**config.mk**
```make
export PLATFORM = sky130hd
export DESIGN_NAME = csac_core_ctrl
export DESIGN_NICKNAME = d
export VERILOG_FILES = /design/src/hdl/csac_pkg.sv /design/src/hdl/csac_line_decode.sv /design/src/hdl/csac_bank_map.sv /design/src/hdl/csac_core_ctrl.sv
export SDC_FILE = /design/constraint.sdc
export NUM_CORES = 1
export LEC_CHECK = 0
export ABC_AREA = 0
export BUFFER_PORTS_ARGS = -buffer_cell sky130_fd_sc_hd__buf_2
export CAP_MARGIN = 10
export CORE_MARGIN = 2
export CORE_UTILIZATION = 48
export CTS_CLUSTER_DIAMETER = 200
export DETAILED_ROUTE_END_ITERATION = 12
export PLACE_DENSITY = 0.75
export SLEW_MARGIN = 40
export SYNTH_ARGS = -nofsm -noshare
export SYNTH_HDL_FRONTEND = slang
export SYNTH_HIERARCHICAL = 1
export SYNTH_SLANG_ARGS = --single-unit
```
**constraint.sdc**
```tcl
create_clock -name core_clk -period 2.8 [get_ports core_clk]
set_input_delay 0.28 -clock core_clk [delete_from_list [all_inputs] [get_ports core_clk]]
set_output_delay 0.28 -clock core_clk [all_outputs]
set_load 0.01 [all_outputs]
```
**src/hdl/csac_pkg.sv**
```systemverilog
// package of constants and carrier types for the core store address control
// Function
// RULE1: a 15-bit address-hold register alone selects the accessed location
// RULE2: address-hold register stays unchanged until read and write phases finish
// RULE3: address bits 12 to 14 choose one of eight banks
// RULE4: a missing bank is replaced by an installed bank, same lower address
// RULE5: bits 0-5 pick one of 64 y lines, bits 6-11 one of 64 x lines
// RULE6: y source from bits 1,2,3; y diverter from bits 0,4,5
// RULE7: x source from bits 7,8,9; x diverter from bits 6,10,11
// RULE8: bits 4 and 5 pick one of four vertical inhibit stripes
// RULE9: bits 10 and 11 pick one of four horizontal inhibit stripes
// RULE10: read phase captures selected bank sense outputs into the data-word register
// RULE11: read access passes captured word to requester, then restores it
// RULE12: write access replaces data-word register with requester word and stores it
// RULE13: requesters give request plus write flag; device arbitrates and sequences timing
// RULE14: device releases the served requester; requester waits for that release
// RULE15: address-hold register loads about 75 ns after cycle start
// RULE16: load from channel address when channel granted, else processor address
// RULE17: wrap-around follows fixed mapping per installed bank count
// RULE18: in write phase each zero data bit drives inhibit for its plane
// RULE19: read strobe occurs about 475 ns into the cycle
// RULE20: write word strobed into data-word register about 600 ns into cycle
// RULE21: simultaneous requests grant the channel; processor waits until completion
`default_nettype none
package csac_pkg;
   localparam int unsigned ADDR_W = 15;
   localparam int unsigned DATA_W = 18;
   localparam int unsigned BANKS = 8;
   localparam int unsigned BANK_LSB = 12;
   localparam int unsigned CLK_MHZ = 10;
   // timing points within one storage cycle, in ns
   localparam int unsigned T_LOAD_NS = 75;
   localparam int unsigned T_STROBE_NS = 475;
   localparam int unsigned T_WSTROBE_NS = 600;
   localparam int unsigned T_INH_NS = 675;
   localparam int unsigned T_CYCLE_NS = 1100;
   // least times round up to whole cycles
   localparam int unsigned T_LOAD_CYC = (T_LOAD_NS * CLK_MHZ + 999) / 1000;
   localparam int unsigned T_STROBE_CYC = (T_STROBE_NS * CLK_MHZ + 999) / 1000;
   localparam int unsigned T_WSTROBE_CYC = (T_WSTROBE_NS * CLK_MHZ + 999) / 1000;
   localparam int unsigned T_INH_CYC = (T_INH_NS * CLK_MHZ + 999) / 1000;
   localparam int unsigned T_END_CYC = (T_CYCLE_NS * CLK_MHZ + 999) / 1000;
   localparam int unsigned TCNT_W = 4;
   localparam logic [ADDR_W-1:0] ADDR_RST = 15'h0000;
   localparam logic [DATA_W-1:0] DATA_RST = 18'h0_0000;

   typedef enum logic [1:0] {CSAC_IDLE, CSAC_BUSY} csac_state_e;

   // one requester's side of a storage reference
   typedef struct packed {
      logic req;
      logic write;
      logic [ADDR_W-1:0] addr;
      logic [DATA_W-1:0] wdata;
   } csac_req_s;

   // selections presented to the drive and inhibit decks
   typedef struct packed {
      logic [7:0] y_src;
      logic [7:0] y_div;
      logic [7:0] x_src;
      logic [7:0] x_div;
      logic [3:0] v_inh;
      logic [3:0] h_inh;
   } csac_line_s;

   function automatic logic [7:0] csac_one_of_8(input logic [2:0] code);
      csac_one_of_8 = 8'h01 << code;
   endfunction

   function automatic logic [3:0] csac_one_of_4(input logic [1:0] code);
      csac_one_of_4 = 4'h1 << code;
   endfunction
endpackage
`default_nettype wire

```
**src/hdl/csac_line_decode.sv**
```systemverilog
// drive-line and inhibit-stripe decode of the low twelve address bits
`default_nettype none
module csac_line_decode
(
   // address
   input wire logic [csac_pkg::ADDR_W-1:0] addr,
   // selections
   output csac_pkg::csac_line_s lines
);
   always_comb
   begin
      lines.y_src = csac_pkg::csac_one_of_8({addr[3], addr[2], addr[1]}); // [RULE5] [RULE6]
      lines.y_div = csac_pkg::csac_one_of_8({addr[5], addr[4], addr[0]}); // [RULE6]
      lines.x_src = csac_pkg::csac_one_of_8({addr[9], addr[8], addr[7]}); // [RULE5] [RULE7]
      lines.x_div = csac_pkg::csac_one_of_8({addr[11], addr[10], addr[6]}); // [RULE7]
      lines.v_inh = csac_pkg::csac_one_of_4(addr[5:4]); // [RULE8]
      lines.h_inh = csac_pkg::csac_one_of_4(addr[11:10]); // [RULE9]
   end
endmodule
`default_nettype wire

```
**src/hdl/csac_bank_map.sv**
```systemverilog
// bank designator to installed bank, with wrap-around
`default_nettype none
module csac_bank_map
(
   // designator and installed bank count minus one
   input wire logic [2:0] desig,
   input wire logic [2:0] last_bank,
   // bank actually referenced
   output logic [2:0] bank
);
   logic [2:0] low;
   always_comb
   begin
      low = (last_bank == 3'h1) ? {2'b00, desig[0]} : {1'b0, desig[1:0]};
      if (desig <= last_bank)
         bank = desig;
      else if (last_bank < 3'h4)
         bank = (low > last_bank) ? last_bank : low; // [RULE4] [RULE17]
      else if (last_bank == 3'h5)
         bank = {2'b10, desig[0]}; // [RULE17]
      else
         bank = last_bank; // [RULE17]
   end
endmodule
`default_nettype wire

```
**src/hdl/csac_core_ctrl.sv**
```systemverilog
// storage reference control: arbitration, address hold, decode, data-word register and timing
`default_nettype none
module csac_core_ctrl
(
   // clock and reset
   input wire logic core_clk,
   input wire logic rst_n,
   // requesters
   input wire csac_pkg::csac_req_s ext_req,
   input wire csac_pkg::csac_req_s cpu_req,
   // installed bank count minus one, a strap
   input wire logic [2:0] last_bank_pin,
   // sense amplifier outputs, one word per bank
   input wire logic [csac_pkg::BANKS-1:0][csac_pkg::DATA_W-1:0] sense_pin,
   // release and read data to requesters
   output logic ext_release,
   output logic cpu_release,
   output logic [csac_pkg::DATA_W-1:0] read_data,
   output logic busy,
   // stack drive
   output logic [csac_pkg::ADDR_W-1:0] addr_hold,
   output csac_pkg::csac_line_s line_sel,
   output logic [csac_pkg::BANKS-1:0] bank_sel,
   output logic read_drive,
   output logic write_drive,
   output logic [csac_pkg::DATA_W-1:0] inhibit_planes
);
   localparam int LC_END = csac_pkg::T_END_CYC;
   localparam logic [csac_pkg::TCNT_W-1:0] C_LOAD = csac_pkg::TCNT_W'(csac_pkg::T_LOAD_CYC);
   localparam logic [csac_pkg::TCNT_W-1:0] C_STROBE = csac_pkg::TCNT_W'(csac_pkg::T_STROBE_CYC);
   localparam logic [csac_pkg::TCNT_W-1:0] C_WSTROBE = csac_pkg::TCNT_W'(csac_pkg::T_WSTROBE_CYC);
   localparam logic [csac_pkg::TCNT_W-1:0] C_INH = csac_pkg::TCNT_W'(csac_pkg::T_INH_CYC);
   localparam logic [csac_pkg::TCNT_W-1:0] C_LAST = csac_pkg::TCNT_W'(csac_pkg::T_END_CYC - 1);

   csac_pkg::csac_state_e state_reg;
   logic [csac_pkg::TCNT_W-1:0] t_reg;
   logic ext_grant_reg;
   logic cpu_grant_reg;
   logic busy_reg;
   logic write_reg;
   logic [csac_pkg::ADDR_W-1:0] addr_reg;
   logic [csac_pkg::DATA_W-1:0] z_reg;
   logic [csac_pkg::DATA_W-1:0] rd_data_reg;
   logic ext_release_reg;
   logic cpu_release_reg;
   logic read_drive_reg;
   logic write_drive_reg;
   logic inh_en_reg;
   logic [csac_pkg::DATA_W-1:0] inh_planes_reg;
   csac_pkg::csac_line_s line_reg;
   logic [csac_pkg::BANKS-1:0] bank_sel_reg;
   logic [csac_pkg::BANKS-1:0][csac_pkg::DATA_W-1:0] sense_meta_reg;
   logic [csac_pkg::BANKS-1:0][csac_pkg::DATA_W-1:0] sense_sync_reg;
   logic [2:0] strap_meta_reg;
   logic [2:0] strap_sync_reg;
   logic [2:0] last_bank_reg;

   csac_pkg::csac_line_s line_next;
   logic [2:0] bank_next;
   logic grant_ok;
   logic at_load;
   logic at_strobe;
   logic at_wstrobe;
   logic at_last;

   // sense outputs and bank strap come from outside the clock domain
   always_ff @(posedge core_clk or negedge rst_n)
   begin
      if (!rst_n)
      begin
         sense_meta_reg <= '0;
         sense_sync_reg <= '0;
      end
      else
      begin
         sense_meta_reg <= sense_pin;
         sense_sync_reg <= sense_meta_reg;
      end
   end

   // strap is caught after reset release through its own synchroniser
   always_ff @(posedge core_clk or negedge rst_n)
   begin
      if (!rst_n)
      begin
         strap_meta_reg <= 3'h0;
         strap_sync_reg <= 3'h0;
         last_bank_reg <= 3'h0;
      end
      else
      begin
         strap_meta_reg <= last_bank_pin;
         strap_sync_reg <= strap_meta_reg;
         last_bank_reg <= strap_sync_reg;
      end
   end

   assign at_load = (state_reg == csac_pkg::CSAC_BUSY) && (t_reg == C_LOAD);
   assign at_strobe = (state_reg == csac_pkg::CSAC_BUSY) && (t_reg == C_STROBE);
   assign at_wstrobe = (state_reg == csac_pkg::CSAC_BUSY) && (t_reg == C_WSTROBE);
   assign at_last = (state_reg == csac_pkg::CSAC_BUSY) && (t_reg == C_LAST);
   // a request still high in its release cycle is the old one, so grant waits a cycle
   assign grant_ok = (state_reg == csac_pkg::CSAC_IDLE) && !ext_release_reg && !cpu_release_reg;

   // arbitration and cycle timing
   always_ff @(posedge core_clk or negedge rst_n)
   begin
      if (!rst_n)
      begin
         state_reg <= csac_pkg::CSAC_IDLE;
         t_reg <= '0;
         ext_grant_reg <= 1'b0;
         cpu_grant_reg <= 1'b0;
         write_reg <= 1'b0;
         busy_reg <= 1'b0;
      end
      else
      begin
         unique case (state_reg)
            csac_pkg::CSAC_IDLE:
            begin
               t_reg <= '0;
               if (grant_ok && (ext_req.req || cpu_req.req)) // [RULE13]
               begin
                  state_reg <= csac_pkg::CSAC_BUSY;
                  busy_reg <= 1'b1;
                  ext_grant_reg <= ext_req.req; // [RULE21]
                  cpu_grant_reg <= !ext_req.req;
                  write_reg <= ext_req.req ? ext_req.write : cpu_req.write; // [RULE13]
               end
            end
            csac_pkg::CSAC_BUSY:
            begin
               t_reg <= t_reg + 1'b1;
               if (at_last)
               begin
                  state_reg <= csac_pkg::CSAC_IDLE;
                  busy_reg <= 1'b0;
                  ext_grant_reg <= 1'b0;
                  cpu_grant_reg <= 1'b0;
               end
            end
         endcase
      end
   end

   // release pulse to whichever requester was served
   always_ff @(posedge core_clk or negedge rst_n)
   begin
      if (!rst_n)
      begin
         ext_release_reg <= 1'b0;
         cpu_release_reg <= 1'b0;
      end
      else
      begin
         ext_release_reg <= at_last && ext_grant_reg; // [RULE14]
         cpu_release_reg <= at_last && cpu_grant_reg; // [RULE14]
      end
   end

   // address hold: loaded once per reference, held to the end
   always_ff @(posedge core_clk or negedge rst_n)
   begin
      if (!rst_n)
         addr_reg <= csac_pkg::ADDR_RST;
      else if (at_load) // [RULE2] [RULE15]
         addr_reg <= ext_grant_reg ? ext_req.addr : cpu_req.addr; // [RULE1] [RULE16]
   end

   csac_line_decode u_line_decode
   (
      .addr(addr_reg),
      .lines(line_next)
   );

   csac_bank_map u_bank_map
   (
      .desig(addr_reg[csac_pkg::BANK_LSB +: 3]),
      .last_bank(last_bank_reg),
      .bank(bank_next)
   );

   // deck selections follow the held address
   always_ff @(posedge core_clk or negedge rst_n)
   begin
      if (!rst_n)
      begin
         line_reg <= '0;
         bank_sel_reg <= '0;
      end
      else
      begin
         line_reg <= line_next; // [RULE5]
         bank_sel_reg <= csac_pkg::csac_one_of_8(bank_next); // [RULE3] [RULE4]
      end
   end

   // data-word register
   always_ff @(posedge core_clk or negedge rst_n)
   begin
      if (!rst_n)
         z_reg <= csac_pkg::DATA_RST;
      else if (at_strobe)
         z_reg <= sense_sync_reg[bank_next]; // [RULE10] [RULE19]
      else if (at_wstrobe && write_reg)
         z_reg <= ext_grant_reg ? ext_req.wdata : cpu_req.wdata; // [RULE12] [RULE20]
   end

   // word read goes to the requester; z keeps it for the restore
   always_ff @(posedge core_clk or negedge rst_n)
   begin
      if (!rst_n)
         rd_data_reg <= csac_pkg::DATA_RST;
      else if (at_wstrobe && !write_reg)
         rd_data_reg <= z_reg; // [RULE11]
   end

   // drive and inhibit phases
   always_ff @(posedge core_clk or negedge rst_n)
   begin
      if (!rst_n)
      begin
         read_drive_reg <= 1'b0;
         write_drive_reg <= 1'b0;
         inh_en_reg <= 1'b0;
         inh_planes_reg <= '0;
      end
      else
      begin
         read_drive_reg <= (state_reg == csac_pkg::CSAC_BUSY) && (t_reg >= C_LOAD) && (t_reg < C_STROBE);
         write_drive_reg <= (state_reg == csac_pkg::CSAC_BUSY) && (t_reg >= C_INH) && (t_reg < C_LAST);
         inh_en_reg <= (state_reg == csac_pkg::CSAC_BUSY) && (t_reg >= C_INH) && (t_reg < C_LAST);
         // planes holding a zero are inhibited so the write cannot set them
         inh_planes_reg <= ((state_reg == csac_pkg::CSAC_BUSY) && (t_reg >= C_INH) && (t_reg < C_LAST))
            ? ~z_reg : '0; // [RULE18]
      end
   end

   assign ext_release = ext_release_reg;
   assign cpu_release = cpu_release_reg;
   assign read_data = rd_data_reg;
   // own flop so the pin is not a decode of the state code
   assign busy = busy_reg;
   assign addr_hold = addr_reg;
   assign line_sel = line_reg;
   assign bank_sel = bank_sel_reg;
   assign read_drive = read_drive_reg;
   assign write_drive = write_drive_reg;
   assign inhibit_planes = inh_planes_reg;
endmodule
`default_nettype wire

```
== After elaboration in Yosys (flattened, before gate mapping) ==
Index checks and enable logic that the tools add are counted.

* Input port bits: 219
* Output and inout port bits: 104
* Register bits after elaboration: 428
* Word-level logic and storage cells: 114

* Magnitude comparators: 8
* Reductions and logical operators: 24
* Add/subtract/negate cells: 1
* Equal/unequal tests: 9
* Mux-type cells: 24
* Bitwise logic cells: 1
* Shifts and indexed selects: 7

{| class="wikitable"
|+ Operator list
! cell !! count
|-
| $mux W18 || 5
|-
| $bmux W18 S3 || 1
|-
| $shl A1 B3 Y8 const A || 5
|-
| $not A18 Y18 || 1
|-
| $logic_and A1 B1 Y1 || 15
|-
| $mux W15 || 1
|-
| $mux W3 || 4
|-
| $eq A4 B3 Y1 const B || 2
|-
| $pmux W4 S2 || 1
|-
| $shl A1 B2 Y4 const A || 2
|-
| $mux W2 || 3
|-
| $pmux W1 S2 || 3
|-
| $mux W1 || 5
|-
| $add A4 B1 Y4 const B || 1
|-
| $eq A4 B1 Y1 const B || 1
|-
| $eq A4 B4 Y1 const B || 1
|-
| $ge A4 B1 Y1 const B || 1
|-
| $ge A4 B3 Y1 const B || 1
|-
| $logic_not A1 Y1 || 4
|-
| $lt A3 B4 Y1 const B || 1
|-
| $lt A4 B3 Y1 const B || 1
|-
| $lt A4 B4 Y1 const B || 1
|-
| $pmux W2 S2 || 1
|-
| $reduce_and A2 Y1 || 2
|-
| 11 further kinds || 11
|}

== Depth between registers and ports, before layout ==
* Word-level depth: 9
* Gate-level depth with buffers: 15
* Mapped depth without buffers: 11

== Modules after synthesis ==
Netlist, hierarchy kept.

{| class="wikitable"
|+ Modules (own cells, without submodules)
! module !! cells each !! instances !! seq. area each (um2) !! area an instance (um2)
|-
| csac_core_ctrl || 758 || 1 || 10660.2 || 13381.6
|-
| csac_line_decode || 44 || 1 || 0.0 || 344.1
|-
| csac_bank_map || 32 || 1 || 0.0 || 247.7
|}

== Worst setup path before layout ==
OpenSTA, ideal clock, no wires.

* Path kind: register -> register
* Start point: register addr_reg, in the netlist addr_hold[12]
* End point: register z_reg[13] (netlist name)
* Data arrival time: 2.720 ns
* Required time: 2.663 ns
* Path buffers: 2
* Path slack: -0.057 ns
* Stages on the path, launching flop included: 12
* Setup time: 0.137 ns
* Clock period less this slack: 2.857 ns
* Path through: dfrtp_1 > inv_1 > ha_1 > and3_4 > or3_4 > o32a_1 > buf_6 > buf_12 > mux4_2 > nor2b_4 > a211oi_2 > a21oi_1

* Cells in the longest elaborated chain, start to end: 8
* Elaborated cells on any way between the ends: 10
* Classes of those cells: order compare (2); mux (8)

{| class="wikitable"
|+ Ends and longest elaborated chain
! what !! RTL line !! source
|-
| start, declared || csac_core_ctrl.sv:41 || <nowiki>logic [csac_pkg::ADDR_W-1:0] addr_reg;</nowiki>
|-
| start signal, assigned || csac_core_ctrl.sv:166 || <nowiki>addr_reg <= csac_pkg::ADDR_RST;</nowiki>
|-
| start signal, assigned || csac_core_ctrl.sv:168 || <nowiki>addr_reg <= ext_grant_reg ? ext_req.addr : cpu_req.addr;</nowiki>
|-
| $mux W2 || csac_bank_map.sv:14 || <nowiki>low = (last_bank == 3'h1) ? {2'b00, desig[0]} : {1'b0, desig[1:0]};</nowiki>
|-
| $gt A3 B3 Y1 || csac_bank_map.sv:18 || <nowiki>bank = (low > last_bank) ? last_bank : low;</nowiki>
|-
| $mux W3 || csac_bank_map.sv:18 ||
|-
| $mux W3 || csac_bank_map.sv:17 || <nowiki>else if (last_bank < 3'h4)</nowiki>
|-
| $mux W3 * || csac_bank_map.sv:15 || <nowiki>if (desig <= last_bank)</nowiki>
|-
| via bank_next[1] || csac_core_ctrl.sv:59 || <nowiki>logic [2:0] bank_next;</nowiki>
|-
| $bmux W18 S3 * || csac_core_ctrl.sv:205 || <nowiki>z_reg <= sense_sync_reg[bank_next];</nowiki>
|-
| $mux W18 (implied by the code) * || csac_core_ctrl.sv:205 ||
|-
| $mux W18 * || csac_core_ctrl.sv:204 || <nowiki>else if (at_strobe)</nowiki>
|-
| end signal, assigned || csac_core_ctrl.sv:203 || <nowiki>z_reg <= csac_pkg::DATA_RST;</nowiki>
|-
| end signal, assigned || csac_core_ctrl.sv:205 ||
|-
| end signal, assigned || csac_core_ctrl.sv:207 || <nowiki>z_reg <= ext_grant_reg ? ext_req.wdata : cpu_req.wdata;</nowiki>
|-
| end, declared || csac_core_ctrl.sv:42 || <nowiki>logic [csac_pkg::DATA_W-1:0] z_reg;</nowiki>
|}

The timed path passes the listed nets; every way through them passes the cells marked *. The select of a mux whose other input is x is not followed.
A chain may end at the register's enable or synchronous reset.

== Worst setup path after layout ==
* Start point: register last_bank_reg[2]
* End point: register z_reg[3] (netlist name)

* Cells in the longest elaborated chain, start to end: 9
* Elaborated cells on any way between the ends: 13
* Classes of those cells: order compare (3); eq/ne (2); mux (8)

{| class="wikitable"
|+ Ends and longest elaborated chain
! what !! RTL line !! source
|-
| start, declared || csac_core_ctrl.sv:56 || <nowiki>logic [2:0] last_bank_reg;</nowiki>
|-
| start signal, assigned || csac_core_ctrl.sv:94 || <nowiki>last_bank_reg <= strap_sync_reg;</nowiki>
|-
| $eq A3 B1 Y1 || csac_bank_map.sv:14 ||
|-
| $mux W2 || csac_bank_map.sv:14 ||
|-
| $gt A3 B3 Y1 || csac_bank_map.sv:18 ||
|-
| $mux W3 || csac_bank_map.sv:18 ||
|-
| $mux W3 || csac_bank_map.sv:17 ||
|-
| $mux W3 * || csac_bank_map.sv:15 ||
|-
| via bank_next[1] || csac_core_ctrl.sv:59 ||
|-
| $bmux W18 S3 * || csac_core_ctrl.sv:205 ||
|-
| $mux W18 (implied by the code) * || csac_core_ctrl.sv:205 ||
|-
| $mux W18 * || csac_core_ctrl.sv:204 ||
|}

Marks and branches as above.

==> flow_summary.toml <==
[status]
status = "finished with violations"
violations = "setup timing"

[synthesis]
synth_edf_count = 0
ys_seq_area_share_pct = 76.29
ys_types = 50
synth_flop_cell = "dfrtp_1"
ys_warn_count = 6
synth-seq-cells = 426
syn_area_per_cell_um2 = 16.75
postSynthCellCount = 834
synth_nets = 1061
async_flop_share_pct = 100.0
netlist_area_mm2 = 0.01397

[floorplanning]
rows = 62
chipWidth_um = 174.6
start_util_pct = 48.68
pin_count = 323
dieArea_mm2 = 0.03049
die_y_um = 174.6
coreArea_mm2 = 0.02870

[worst_setup_path]
slowest_stage = "mux4_2"
arrival_ns = 3.37
crit_buf_inv = 3
path_class = "flip-flop to flip-flop"
cp_top_family = "compound AO/OA/AOI/OAI gates"
required_ns = 3.19
max_stage_delay_ns = 0.52
crit_path_end_kind = "flip-flop"
crit_top_cell = "a211oi_2"
path_max_fanout = 8
cp-start-kind = "flip-flop"
crit_start = "last_bank_reg[2]"
worstReg2RegStart = "last_bank_reg[2]"
crit_chain = "inv_2 -> a31oi_1 -> ha_1 -> nor2b_4 -> o31ai_2 -> a211oi_2 -> o32a_4 -> buf_12 -> mux4_2 -> a211oi_2 -> buf_4 -> a21oi_2"

[timing]
period_needed_ns = 2.984
layout_setup_ws_ns = -0.1840
finalMaxSlewViolations = 0
hold_viol_final = 0
rsz0062_at_grt = "true"
final.period_utilization_pct = 106.6
tightest_slew_ns = 0.6907
max_freq_ghz = 0.3351
skew_ns = 0.01318
finalSetupViolCount = 17
slew_headroom_pct = 53.84

[drt]
finalWirelength_um = 36790
postRouteAntennaNets = 0
avgRoutedWirePerCell_um = 20.53
drt_first_iter_violations = 516
via_count = 8839
route.detailed.drc = 0
vias_per_cell = 4.932
first_pass_iters = 4

[global_route]
grt_max_degree = 79
grt_usage_pct = 24.18
grt_pass1_wl_um = 55390
grt_overflow_total = 0
grt_pass1_vias = 9612
antenna_found_initial = 2

[finish]
layout-drive-gt1-share_pct = 41.68
num-nets-final = 1602
nFillCells = 1867
final-instance-count-excl-fill = 1792
final_common_cell = "dfrtp_1"
final_cell_area_mm2 = 0.01963
final_cell_mix = "424 x dfrtp_1, 322 x buf_2, 148 x dlygate4sd3_1"
areaGrowthSynthToFinish_pct = 40.49

[job]
cap_violations = 0

[cts]
clockRootBuffer = "clkbuf_16"
cts_inserted_buffers = 40
insertion_delay_ns = 0.53
clock_path_buffers = 3
path_clk_slew_ns = 0.07
cts.sinks = 426
cts-htree-levels = 2
cts_tree = "done"

[hold_path]
hp-class = "input port to flip-flop"
hold_start = "ext_req[34]"

[pwr]
finalPower_mw = 20.16
ir_drop_mv = 0.5641
leakage_nw = 9.510
power_density_mw_per_mm2 = 1027

[placement]
place.gp.congestion = 0.7850
numPortBuffers = 322
dp_hpwl_um = 21100
post-place-ws_ns = -0.3718
dp.cells = 1553
placed_area_mm2 = 0.01630
-- per-layer routing --
layer | GRT usage (%) | share of wire [%]
met1 | 30.71 | 39
met2 | 41.52 | 52
met3 | 4.091 | 5.2
met4 | 10.17 | 3.8
met5 | 0 | 0
-- synthesized netlist by cell type (2+ instances only) --
| master | instances | area [um^2] |
|---|---|---|
| a2111oi_0 | 2 | 17.52 |
| a211oi_1 | 5 | 37.54 |
| a21oi_1 | 45 | 225.2 |
| a22oi_1 | 24 | 180.2 |
| and2_1 | 6 | 37.54 |
| and2_2 | 2 | 15.01 |
| and2b_2 | 4 | 35.03 |
| and3_1 | 4 | 25.02 |
| and3_2 | 2 | 15.01 |
| and3b_1 | 8 | 70.07 |
| and3b_2 | 5 | 50.05 |
| buf_12 | 2 | 40.04 |
| buf_2 | 8 | 40.04 |
| buf_4 | 6 | 45.04 |
| buf_6 | 9 | 101.4 |
| clkbuf_1 | 10 | 37.54 |
| dfrtp_1 | 426 | 10660 |
| ha_1 | 8 | 100.1 |
| inv_1 | 11 | 41.29 |
| mux2_2 | 37 | 416.7 |
| mux2i_1 | 84 | 840.8 |
| mux4_1 | 8 | 210.2 |
| mux4_2 | 4 | 90.09 |
| nand2_1 | 9 | 33.78 |
| nand3_1 | 6 | 30.03 |
| nand4_1 | 2 | 12.51 |
| nor2_1 | 41 | 153.9 |
| nor2b_1 | 9 | 56.30 |
| nor2b_4 | 2 | 27.53 |
| nor3_1 | 7 | 35.03 |
| nor3b_1 | 13 | 97.59 |
| o21ai_0 | 6 | 30.03 |
| o31ai_1 | 2 | 15.01 |
-- where the power goes --
group | total [mW] | switching, mW | internal (mW)
Combinational | 6.79 | 3.28 | 3.50
Sequential | 7.88 | 0.767 | 7.11
Clock | 5.49 | 2.34 | 3.15
Total | 20.2 | 6.39 | 13.8
-- worst reg2reg max path, cell delays in order, from the launching register on --
cell      delay (ns)
dfrtp_1         0.40
inv_2           0.11
a31oi_1         0.10
ha_1            0.34
nor2b_4         0.19
o31ai_2         0.07
a211oi_2        0.21
o32a_4          0.28
buf_12          0.16
mux4_2          0.52
a211oi_2        0.25
buf_4           0.18
a21oi_2         0.04
-- area by class of cell --
class	count	area, um^2	share of cell area [%]
inverters	11	41.29	0.2103
multi-input cells	361	3299	16.81
well taps	384	480.5	2.447
flip-flops and latches	426	10660	54.31
clock buffers	52	1126	5.736
clock inverters	21	224.0	1.141
diodes	2	5.005	0.02549
repair buffers	535	3792	19.32
-- stage by stage --
stage	hold WS (ns)	setup TNS, ns	utilization, %
after floorplan	-0.01559	0	-
after global placement	0.3121	-1.865	56.78
after detailed placement	0.3197	-4.527	56.78
after CTS	0.01377	-1.258	67.60
after global routing	0.02851	-3.735	68.40
final	0.03389	-1.989	68.40
-- kinds of logic after synthesis --
family	count (synthesis)	share of synthesized area, %
AO/OA/AOI/OAI	90	3.994
XOR/XNOR	2	0.1254
adder cells (fa/ha/maj)	8	0.7164
buffers and inverters	47	2.239
flip-flops	426	76.29
multiplexers	133	11.15
AND/OR/NAND/NOR	128	5.489
-- path summary, 6_finish.rpt --
kind	to	slack, ns	cells after the start
worst max-delay path	z_reg[3]	-0.18	12
worst min-delay path	ext_grant_reg	0.03	3
worst max register to register	z_reg[3]	-0.18	12
worst min register to register	sense_sync_reg[81]	0.34	0
max in group asynchronous	sense_meta_reg[72]	1.57	3
min in group asynchronous	inhibit_planes[10]	0.33	2
-- what timing repair did --
| action | CTS | global route |
|---|---|---|
| gates cloned | 2 | 1 |
| setup endpoints to repair | 19 | 18 |
| hold endpoints to repair | 216 | 0 |
| gates resized for setup | 51 | 33 |
| hold buffers | 148 | 0 |
| buffers inserted | 4 | 12 |
| pin swaps | 16 | 17 |
Note: power is estimated with default switching activity, not from simulation.
